<file path="src/common/tcr_consts.svh">
// Offsets, field positions and reset values of the capture/reload timer.
// Included by the design and by the bench; definitions only.
`ifndef TCR_CONSTS_SVH
`define TCR_CONSTS_SVH
// APB byte offsets
`define TCR_OFS_MODE    8'h00
`define TCR_OFS_MAIN    8'h04
`define TCR_OFS_CNT_LO  8'h08
`define TCR_OFS_CNT_HI  8'h0C
`define TCR_OFS_RLD_LO  8'h10
`define TCR_OFS_RLD_HI  8'h14
// timer_mode_control fields
`define TCR_M_OVF_SC    5
`define TCR_M_EXT_SC    4
`define TCR_M_PR_HI     3
`define TCR_M_PR_LO     2
`define TCR_M_OE        1
`define TCR_M_DOWN_COUNT_ENABLE      0
// timer_main_control fields
`define TCR_C_OVF       7
`define TCR_C_EXT       6
`define TCR_C_SSI_HI    5
`define TCR_C_SSI_LO    4
`define TCR_C_EXEN      3
`define TCR_C_RUN       2
`define TCR_C_CTS       1
`define TCR_C_CPRL      0
// Reset values and timing
`define TCR_MODE_RST    8'h00
`define TCR_MAIN_RST    8'h00
`define TCR_CNT_MAX     16'hFFFF
`define TCR_OSC_PER_ST  2'h3
`endif

</file>
<file path="src/common/tcr_pkg.sv">
// Types shared by the capture/reload timer.
// Assumes tcr_consts.svh is on the include path.
package tcr_pkg;
    // One-hot operating modes
    typedef enum logic [4:0] {
        TCR_RELOAD  = 5'h01,
        TCR_CLKOUT  = 5'h02,
        TCR_CAPTURE = 5'h04,
        TCR_STOPPED = 5'h08,
        TCR_BAUD    = 5'h10
    } tcr_mode_t;
endpackage

</file>
<file path="src/design/tcr_timer.sv">
// Sixteen-bit capture/reload timer with APB register access.
// Assumes one 25 MHz clock; pins arrive unsynchronised.
//
// Decided for this implementation: the placing of the registers and register access over APB.
`timescale 1ns/100ps
`default_nettype none
`include "tcr_consts.svh"

// What this block does
// - Count is two cascaded bytes; low byte rollover carries into high byte.
// - Overflow flag holds until software clears it, else clears on vectoring.
// - External flag holds until software clears it, else clears on vectoring.
// - Two-bit prescale field in mode register sets internal count rate.
// - Clock-out drives the count pin only while output enable is set.
// - Reset clears down-count enable; setting it in auto-reload mode gives up/down counting.
// - Serial-select picks which serial port gets the baud clock.
// - Mode from serial-select, then capture-select and output enable.
// - Overflow sets overflow flag in every mode except baud generator.
// - External enable lets trigger falling edge capture or reload.
// - Counter/timer select picks prescaled clock or count pin falls.
// - Count advances only while run control is set.
// - Capture mode trigger fall copies count to capture pair, sets flag.
// - Capture/reload select is ignored while serving as baud clock.
// - Auto-reload up count overflows at FFFF, sets flag, reloads.
// - Up auto-reload with external enable: trigger fall reloads, sets flag.
// - Down-count enabled in auto-reload: trigger level high counts up, low counts down.
// - Down count underflows at reload value, sets flag, loads FFFF.
// - Up/down mode toggles external flag per wrap; no interrupt from it.
// - Interrupt request when either flag is set, with up/down and clock-out exceptions.
// - Internal rate is once per one to four state times of three clocks.
// - Baud mode high byte rollover reloads both bytes from reload pair.
// - Baud mode trigger fall sets external flag but never reloads.
// - Clock-out overflows toggle a divide-by-two pin, no interrupt.
module tcr_timer
    import tcr_pkg::*;
(
    // Clock and reset
    input  wire logic        CLK,
    input  wire logic        RST,
    // APB slave
    input  wire logic        PSEL,
    input  wire logic        PENABLE,
    input  wire logic        PWRITE,
    input  wire logic [7:0]  PADDR,
    input  wire logic [31:0] PWDATA,
    output logic      [31:0] PRDATA,
    output logic             PREADY,
    output logic             PSLVERR,
    // Count pin, two-way
    input  wire logic        COUNT_PIN_IN,
    output logic             COUNT_PIN_OUT,
    output logic             COUNT_PIN_OE_N,
    // Trigger pin
    input  wire logic        TRIGGER_PIN,
    // Interrupt handshake with the core
    input  wire logic        VECTOR_ACK,
    output logic             TIMER_IRQ,
    // Baud clocks for serial ports 0..2
    output logic      [2:0]  BAUD_TICK
);

    // Registers
    logic [7:0]  mode_q;
    logic [7:0]  main_q;
    logic [7:0]  cnt_lo_q;
    logic [7:0]  cnt_hi_q;
    logic [7:0]  rld_lo_q;
    logic [7:0]  rld_hi_q;
    logic        ovf_flag_q;
    logic        ext_flag_q;
    logic        div2_q;
    logic [2:0]  baud_q;
    logic [31:0] rdata_q;
    logic [1:0]  st_q;
    logic [1:0]  pre_q;
    logic [2:0]  cp_sync_q;
    logic [2:0]  tp_sync_q;
    logic        cp_lvl_q;
    logic        tp_lvl_q;

    // Next values
    logic [7:0]  cnt_lo_d;
    logic [7:0]  cnt_hi_d;
    logic [7:0]  rld_lo_d;
    logic [7:0]  rld_hi_d;
    logic        ovf_flag_d;
    logic        ext_flag_d;
    logic        cp_lvl_d;
    logic        tp_lvl_d;

    // Glitch filter: level changes once second and third stage agree
    function automatic logic filt(input logic [2:0] s, input logic lvl);
        filt = (s[1] == s[2]) ? s[2] : lvl;
    endfunction

    // Field views
    wire        ovf_sc   = mode_q[`TCR_M_OVF_SC];
    wire        ext_sc   = mode_q[`TCR_M_EXT_SC];
    wire [1:0]  pr_sel   = mode_q[`TCR_M_PR_HI:`TCR_M_PR_LO];
    wire        clk_oe   = mode_q[`TCR_M_OE];
    wire        down_count_enable     = mode_q[`TCR_M_DOWN_COUNT_ENABLE];
    wire [1:0]  ssi      = main_q[`TCR_C_SSI_HI:`TCR_C_SSI_LO];
    wire        exen     = main_q[`TCR_C_EXEN];
    wire        run      = main_q[`TCR_C_RUN];
    wire        cts      = main_q[`TCR_C_CTS];
    wire        cprl     = main_q[`TCR_C_CPRL];
    wire [15:0] count    = {cnt_hi_q, cnt_lo_q};
    wire [15:0] reload   = {rld_hi_q, rld_lo_q};
    wire [15:0] cnt_max  = `TCR_CNT_MAX;

    // Mode decode; capture select is don't-care in baud mode
    tcr_mode_t mode;
    assign mode = (ssi != 2'b00)      ? TCR_BAUD :
                  ({cprl, clk_oe} == 2'b00) ? TCR_RELOAD :
                  ({cprl, clk_oe} == 2'b01) ? TCR_CLKOUT :
                  ({cprl, clk_oe} == 2'b10) ? TCR_CAPTURE :
                                              TCR_STOPPED;
    wire is_baud   = (mode == TCR_BAUD);
    wire is_cap    = (mode == TCR_CAPTURE);
    wire is_clkout = (mode == TCR_CLKOUT);
    wire is_reload = (mode == TCR_RELOAD);
    wire updown    = is_reload && down_count_enable;

    // APB decode
    wire setup    = PSEL && !PENABLE;
    wire wr       = PSEL && PENABLE && PWRITE;
    wire a_mode   = (PADDR == `TCR_OFS_MODE);
    wire a_main   = (PADDR == `TCR_OFS_MAIN);
    wire a_clo    = (PADDR == `TCR_OFS_CNT_LO);
    wire a_chi    = (PADDR == `TCR_OFS_CNT_HI);
    wire a_rlo    = (PADDR == `TCR_OFS_RLD_LO);
    wire a_rhi    = (PADDR == `TCR_OFS_RLD_HI);
    wire mapped   = a_mode || a_main || a_clo || a_chi || a_rlo || a_rhi;
    wire wr_mode  = wr && a_mode;
    wire wr_main  = wr && a_main;
    wire wr_clo   = wr && a_clo;
    wire wr_chi   = wr && a_chi;
    wire [7:0] wb = PWDATA[7:0];

    // Read mux, if/else-if on address
    logic [7:0] rd_mux;
    always_comb begin
        if (a_mode) begin
            rd_mux = {2'b00, mode_q[5:0]};
        end else if (a_main) begin
            rd_mux = {ovf_flag_q, ext_flag_q, main_q[5:0]};
        end else if (a_clo) begin
            rd_mux = cnt_lo_q;
        end else if (a_chi) begin
            rd_mux = cnt_hi_q;
        end else if (a_rlo) begin
            rd_mux = rld_lo_q;
        end else if (a_rhi) begin
            rd_mux = rld_hi_q;
        end else begin
            rd_mux = 8'h00;
        end
    end

    // Zero-wait slave; error only on unmapped address
    assign PREADY  = 1'b1;
    assign PSLVERR = PSEL && PENABLE && !mapped;
    assign PRDATA  = rdata_q;

    // Read data captured in setup, stable through access
    always_ff @(posedge CLK or posedge RST) begin
        if (RST) begin
            rdata_q <= 32'h0000_0000;
        end else if (setup) begin
            rdata_q <= {24'h00_0000, rd_mux};
        end
    end

    // Control registers; flags live separately
    always_ff @(posedge CLK or posedge RST) begin
        if (RST) begin
            mode_q <= `TCR_MODE_RST;
            main_q <= `TCR_MAIN_RST;
        end else begin
            if (wr_mode) begin
                mode_q <= {2'b00, wb[5:0]};
            end
            if (wr_main) begin
                main_q <= {2'b00, wb[5:0]};
            end
        end
    end

    // Pin synchronisers; first stage feeds only the second
    always_ff @(posedge CLK or posedge RST) begin
        if (RST) begin
            cp_sync_q <= 3'h7;
            tp_sync_q <= 3'h7;
            cp_lvl_q  <= 1'b1;
            tp_lvl_q  <= 1'b1;
        end else begin
            cp_sync_q <= {cp_sync_q[1:0], COUNT_PIN_IN};
            tp_sync_q <= {tp_sync_q[1:0], TRIGGER_PIN};
            cp_lvl_q  <= cp_lvl_d;
            tp_lvl_q  <= tp_lvl_d;
        end
    end
    assign cp_lvl_d = filt(cp_sync_q, cp_lvl_q);
    assign tp_lvl_d = filt(tp_sync_q, tp_lvl_q);
    wire cp_fall = cp_lvl_q && !cp_lvl_d;
    wire tp_fall = tp_lvl_q && !tp_lvl_d;

    // State time of three clocks, then 1..4 state times per tick
    wire st_end = (st_q == `TCR_OSC_PER_ST - 2'h1);
    wire tick   = st_end && (pre_q == pr_sel);
    always_ff @(posedge CLK or posedge RST) begin
        if (RST) begin
            st_q  <= 2'h0;
            pre_q <= 2'h0;
        end else begin
            st_q  <= st_end ? 2'h0 : st_q + 2'h1;
            if (st_end) begin
                pre_q <= tick ? 2'h0 : pre_q + 2'h1;
            end
        end
    end

    // Increment source and gating
    wire src  = cts ? cp_fall : tick;
    wire step = run && src && (mode != TCR_STOPPED);
    wire down = updown && !tp_lvl_q;
    wire ovf  = step && !down && (count == `TCR_CNT_MAX);
    wire unf  = step && down && (count == reload);
    // Trigger event only with external enable set
    wire trig = exen && tp_fall && !updown;
    wire cap  = trig && is_cap;
    wire trl  = trig && (is_reload || is_clkout);

    // Count update: bytes cascade, reloads and software writes
    logic [7:0] lo_inc;
    logic       lo_carry;
    always_comb begin
        lo_inc   = cnt_lo_q + 8'h01;
        lo_carry = (cnt_lo_q == 8'hFF);
        cnt_lo_d = cnt_lo_q;
        cnt_hi_d = cnt_hi_q;
        if (unf) begin
            cnt_lo_d = cnt_max[7:0];
            cnt_hi_d = cnt_max[15:8];
        end else if ((ovf && !is_cap) || trl) begin
            cnt_lo_d = rld_lo_q;
            cnt_hi_d = rld_hi_q;
        end else if (step && down) begin
            cnt_lo_d = cnt_lo_q - 8'h01;
            cnt_hi_d = (cnt_lo_q == 8'h00) ? cnt_hi_q - 8'h01 : cnt_hi_q;
        end else if (step) begin
            cnt_lo_d = lo_inc;
            cnt_hi_d = lo_carry ? cnt_hi_q + 8'h01 : cnt_hi_q;
        end
        if (wr_clo) begin
            cnt_lo_d = wb;
        end
        if (wr_chi) begin
            cnt_hi_d = wb;
        end
    end

    // Capture pair doubles as reload pair
    always_comb begin
        rld_lo_d = rld_lo_q;
        rld_hi_d = rld_hi_q;
        if (cap) begin
            rld_lo_d = cnt_lo_q;
            rld_hi_d = cnt_hi_q;
        end
        if (wr && a_rlo) begin
            rld_lo_d = wb;
        end
        if (wr && a_rhi) begin
            rld_hi_d = wb;
        end
    end

    // Flags: hardware set beats any clear in the same cycle
    wire wrap    = ovf || unf;
    wire ovf_set = wrap && !is_baud;
    wire ext_set = (trig && !updown) || (exen && tp_fall && is_baud);
    wire ovf_clr = (wr_main && !wb[`TCR_C_OVF]) || (VECTOR_ACK && !ovf_sc);
    wire ext_clr = (wr_main && !wb[`TCR_C_EXT]) || (VECTOR_ACK && !ext_sc);
    wire ovf_wr1 = wr_main && wb[`TCR_C_OVF];
    wire ext_wr1 = wr_main && wb[`TCR_C_EXT];
    always_comb begin
        ovf_flag_d = ovf_flag_q;
        if (ovf_clr) begin
            ovf_flag_d = 1'b0;
        end
        if (ovf_set || ovf_wr1) begin
            ovf_flag_d = 1'b1;
        end
        ext_flag_d = ext_flag_q;
        if (ext_clr) begin
            ext_flag_d = 1'b0;
        end
        if (ext_set || ext_wr1) begin
            ext_flag_d = 1'b1;
        end
        if (updown && wrap) begin
            ext_flag_d = !ext_flag_q;
        end
    end

    // Counter state and flags
    always_ff @(posedge CLK or posedge RST) begin
        if (RST) begin
            cnt_lo_q   <= 8'h00;
            cnt_hi_q   <= 8'h00;
            rld_lo_q   <= 8'h00;
            rld_hi_q   <= 8'h00;
            ovf_flag_q <= 1'b0;
            ext_flag_q <= 1'b0;
        end else begin
            cnt_lo_q   <= cnt_lo_d;
            cnt_hi_q   <= cnt_hi_d;
            rld_lo_q   <= rld_lo_d;
            rld_hi_q   <= rld_hi_d;
            ovf_flag_q <= ovf_flag_d;
            ext_flag_q <= ext_flag_d;
        end
    end

    // Clock-out divider and one-cycle baud pulses per serial port
    always_ff @(posedge CLK or posedge RST) begin
        if (RST) begin
            div2_q <= 1'b0;
            baud_q <= 3'h0;
        end else begin
            if (ovf && is_clkout) begin
                div2_q <= !div2_q;
            end
            baud_q <= 3'h0;
            if (ovf && is_baud) begin
                baud_q[ssi - 2'h1] <= 1'b1;
            end
        end
    end
    assign BAUD_TICK = baud_q;

    // Pin driven only in clock-out with enable and internal source
    wire drive = is_clkout && clk_oe && !cts;
    assign COUNT_PIN_OUT  = div2_q;
    assign COUNT_PIN_OE_N = !drive;

    // Clock-out overflows and the up/down external flag raise no request
    assign TIMER_IRQ = (ovf_flag_q && !is_clkout)
                     || (ext_flag_q && !updown);
endmodule
`default_nettype wire

</file>
<file path="config.mk">
export PLATFORM = sky130hd
export DESIGN_NAME = tcr_timer
export DESIGN_NICKNAME = d
export VERILOG_FILES = /design/src/common/tcr_pkg.sv /design/src/design/tcr_timer.sv
export VERILOG_INCLUDE_DIRS = /design/src /design/src/common
export SDC_FILE = /design/constraint.sdc
export NUM_CORES = 1
export LEC_CHECK = 0
export ABC_CLOCK_PERIOD_IN_PS = 5000
export BUFFER_PORTS_ARGS = -buffer_cell sky130_fd_sc_hd__buf_2
export CAP_MARGIN = 25
export CORE_ASPECT_RATIO = 0.8
export CORE_MARGIN = 3
export CORE_UTILIZATION = 60
export DETAILED_ROUTE_END_ITERATION = 6
export PLACE_DENSITY = 0.94
export SLEW_MARGIN = 5
export SYNTH_ARGS = -nofsm -noshare
export SYNTH_HDL_FRONTEND = slang
export SYNTH_SLANG_ARGS = --single-unit
</file>
<file path="constraint.sdc">
create_clock -name CLK -period 5 [get_ports CLK]
set_clock_uncertainty 0.2 [all_clocks]
set_input_delay 1 -clock CLK [delete_from_list [all_inputs] [get_ports CLK]]
set_output_delay 1 -clock CLK [all_outputs]
set_load 0.005 [all_outputs]
</file>
==> results.md <==
- Worst IR Drop VDD: 272.3 uV
- DRT iter0 DRCs: 448
- Largest net degree at the start of global routing: 42
- Initial DRT Pass Iterations: 6
- Leak: 2.412 nW
- Synth unique cells: 64
- Top post-synthesis cells by count: dfrtp_1, nand2_1, nor2_1
- Die Footprint: 0.009035 mm2
- Hold Path Class: reg2reg
- Vias in the first global route: 4132
- Most common cell in the netlist: dfrtp_1
- Clk_lat worst skew: 0.37 ns
- Port buffer count: 38
- Outcome: finished clean
- CTS max path bufs: 2
- Final setup fails: 0
- Worst slew pin tran: 0.8961 ns
- Post-synth top area share: 32.63%
- Yosys warning count: 0
- DRC viols: 0
- Register Area: 0.001762 mm2
- Filler Cell Count: 590
- # clock sinks: 70
- Die Wd: 105.5 um
- CTS resizes: 0
- Post-Place Worst Slack: 0.8581 ns
- CP max FO: 14
- Placed Cells: 658
- Initial antenna violation count: 0
- Post-Layout Cell Count: 674
- Post-layout util: 68.32%
- Setup repair bufs after CTS: 0
- Vias: 4249
- Area delta synth->final: 8.237%
- Yosys reg bits: 70
- EDFF count, synth: 0
- Synth Instances: 537
- Hold slack: 0.1595 ns
- Max transition margin: 40.17%
- Area of the multi-input gates: 0.002713 mm2
- Final Hold Viols: 0
- FFs w/ async S/R, synth: 100.0%
- Final ANT Viol Nets: 0
- Global-route wire length before repair: 21.85 mm
- GPL Wtd Cong: 1.082
- Crit path DAT: 4.32 ns
- Startpoint types: flip-flop
- Rows: 28
- Hpwl dp: 9.881 mm
- Fin area: 0.005146 mm2
- Critical Path RT: 5.03 ns
- Critical path type: reg2reg
- Number of CTS-inserted buffers: 9
- Max Freq: 233.3 MHz
- Avg Inst Size Synth: 8.854 um2
- Detailed Route WL: 13.62 mm
- GRT Util Overall: 31.27%
- Routed length per instance: 20.21 um
- Vias per cell: 6.304
- Most area-consuming cells after synthesis: dfrtp_1, mux2i_1, nand2_1
- Setup slack after layout: 0.7132 ns
- Crit path time final: 4.287 ns
- Die Y: 85.62 um
- Ant. Diodes: 0
- Clock root buffer master: clkbuf_8
- Crit. End Element: flip-flop
- Post-synth top area cell: dfrtp_1
- Initial Util: 63.12%
- Nets: 626
- CTS tree: built
- Number of hold buffers added after cts: 0
- Layout cell share with drive strength beyond 1: 16.34%
- Post-placement cell area: 0.004917 mm2
- Clock-pin slew on the worst setup and hold paths: 0.09 ns
- IO Pins: 88
- Tcrit/Tclk final: 85.74%
- Setup TNS Final: 0 ns
- Power density over the cells: 349.5 mW/mm2
- Netlist Area Pre-Place: 0.004755 mm2
- Sequential-to-total area share from yosys stat: 37.05%
- Max cap viols: 0
- RSZ-0062 raised after global routing: false
- Synth Flop Type: dfrtp_1
- Core box area: 0.007532 mm2
- Max Slew Vio Count: 0
- Gr ovfl total: 0
- Htree depth: 3
- Tot Pwr: 1.799 mW
[area by class of cell]
class | count | share of cell area, %
clock inverter | 7 | 2.042
multi-input combinational | 424 | 52.71
inverter | 15 | 1.094
timing repair buffer | 44 | 4.960
sequential | 70 | 34.23
clock buffer | 9 | 2.407
tap | 105 | 2.553
[state kept, by name, summed over array words and instances (netlist names), 6 cells and up]
name / flops
cnt_lo_q: 8
rld_hi_q: 8
main_q: 6
cnt_hi_q: 8
PRDATA: 8
rld_lo_q: 8
mode_q: 6
[path summary, 6_finish.rpt]
check	startpoint	to	slack (ns)	cells past startpoint
max	st_q[1]$_DFF_PP0_	cnt_lo_q[7]$_DFFE_PP0P_	0.71	13
min	cp_sync_q[0]$_DFF_PP1_	cp_sync_q[1]$_DFF_PP1_	0.16	0
max reg2reg	st_q[1]$_DFF_PP0_	cnt_lo_q[7]$_DFFE_PP0P_	0.71	13
min reg2reg	cp_sync_q[0]$_DFF_PP1_	cp_sync_q[1]$_DFF_PP1_	0.16	0
max in group asynchronous	RST	tp_sync_q[2]$_DFF_PP1_	3.04	3
min in group asynchronous	RST	PRDATA[4]$_DFFE_PP0P_	0.61	2
[report_power, final]
| group | total (mW) | switching, mW | internal [mW] | leakage [nW] |
|---|---|---|---|---|
| Clock | 0.537 | 0.248 | 0.288 | 0.112 |
| Combinational | 0.500 | 0.281 | 0.220 | 1.48 |
| Sequential | 0.762 | 0.131 | 0.631 | 0.816 |
[worst max-delay path: stages (launching register included)]
cell and delay (ns):
dfrtp_1 0.37, nor2b_1 0.32, nand4b_1 0.21, a21oi_1 0.36, nand3_1 0.32, inv_1 0.53
ha_1 0.34, a21oi_1 0.26, o211ai_1 0.17, o41ai_1 0.37, xnor2_1 0.13, xnor2_1 0.14
a211oi_1 0.28, o32ai_1 0.13
[per-layer routing]
| layer | vias to the layer above | wire length [um] | GRT usage [%] |
|---|---|---|---|
| met5 | - | 0 | 0 |
| met4 | 0 | 286 | 9.059 |
| met3 | 34 | 1606 | 9.180 |
| met2 | 259 | 6280 | 48.61 |
| met1 | 2046 | 5446 | 42.88 |
| li1 | 1910 | - | - |
[cell families (layout without fill, tap and decap cells)]
kind of cell             after synthesis  count (layout)  synth area share, %
adder cells (fa/ha/maj)               16              16                4.421
other                                  2              25               0.1580
multiplexers                          36              36                7.974
flip-flops                            70              70                37.05
XOR/XNOR                              32              32                5.895
buffers and inverters                 66              75                7.710
AND/OR/NAND/NOR                      183             183                18.61
AO/OA/AOI/OAI                        132             132                18.18
[cells in the final DEF, fill, tap and decap left out, types with 4 or more instances in the layout]
cell type,Yosys,routed
o21ai_0,33,33
mux2i_1,24,24
a21o_1,8,8
nand2b_1,6,6
o22ai_1,6,6
buf_2,2,38
nor2b_1,12,12
dfstp_2,8,8
inv_1,15,14
dfrtp_1,62,62
xnor2_1,11,11
a221oi_1,4,4
mux2_2,11,11
nand2_1,61,61
nor2_1,47,47
conb_1,2,25
ha_1,12,12
xor2_1,21,21
o22a_1,5,5
a21oi_1,39,39
nand3_1,8,8
nor3_1,12,12
nor4_1,7,7
a211oi_1,4,4
nand4_1,6,6
buf_4,25,5
clkbuf_8,0,9
or2_2,4,4
Power figures use the tool's default switching activity.
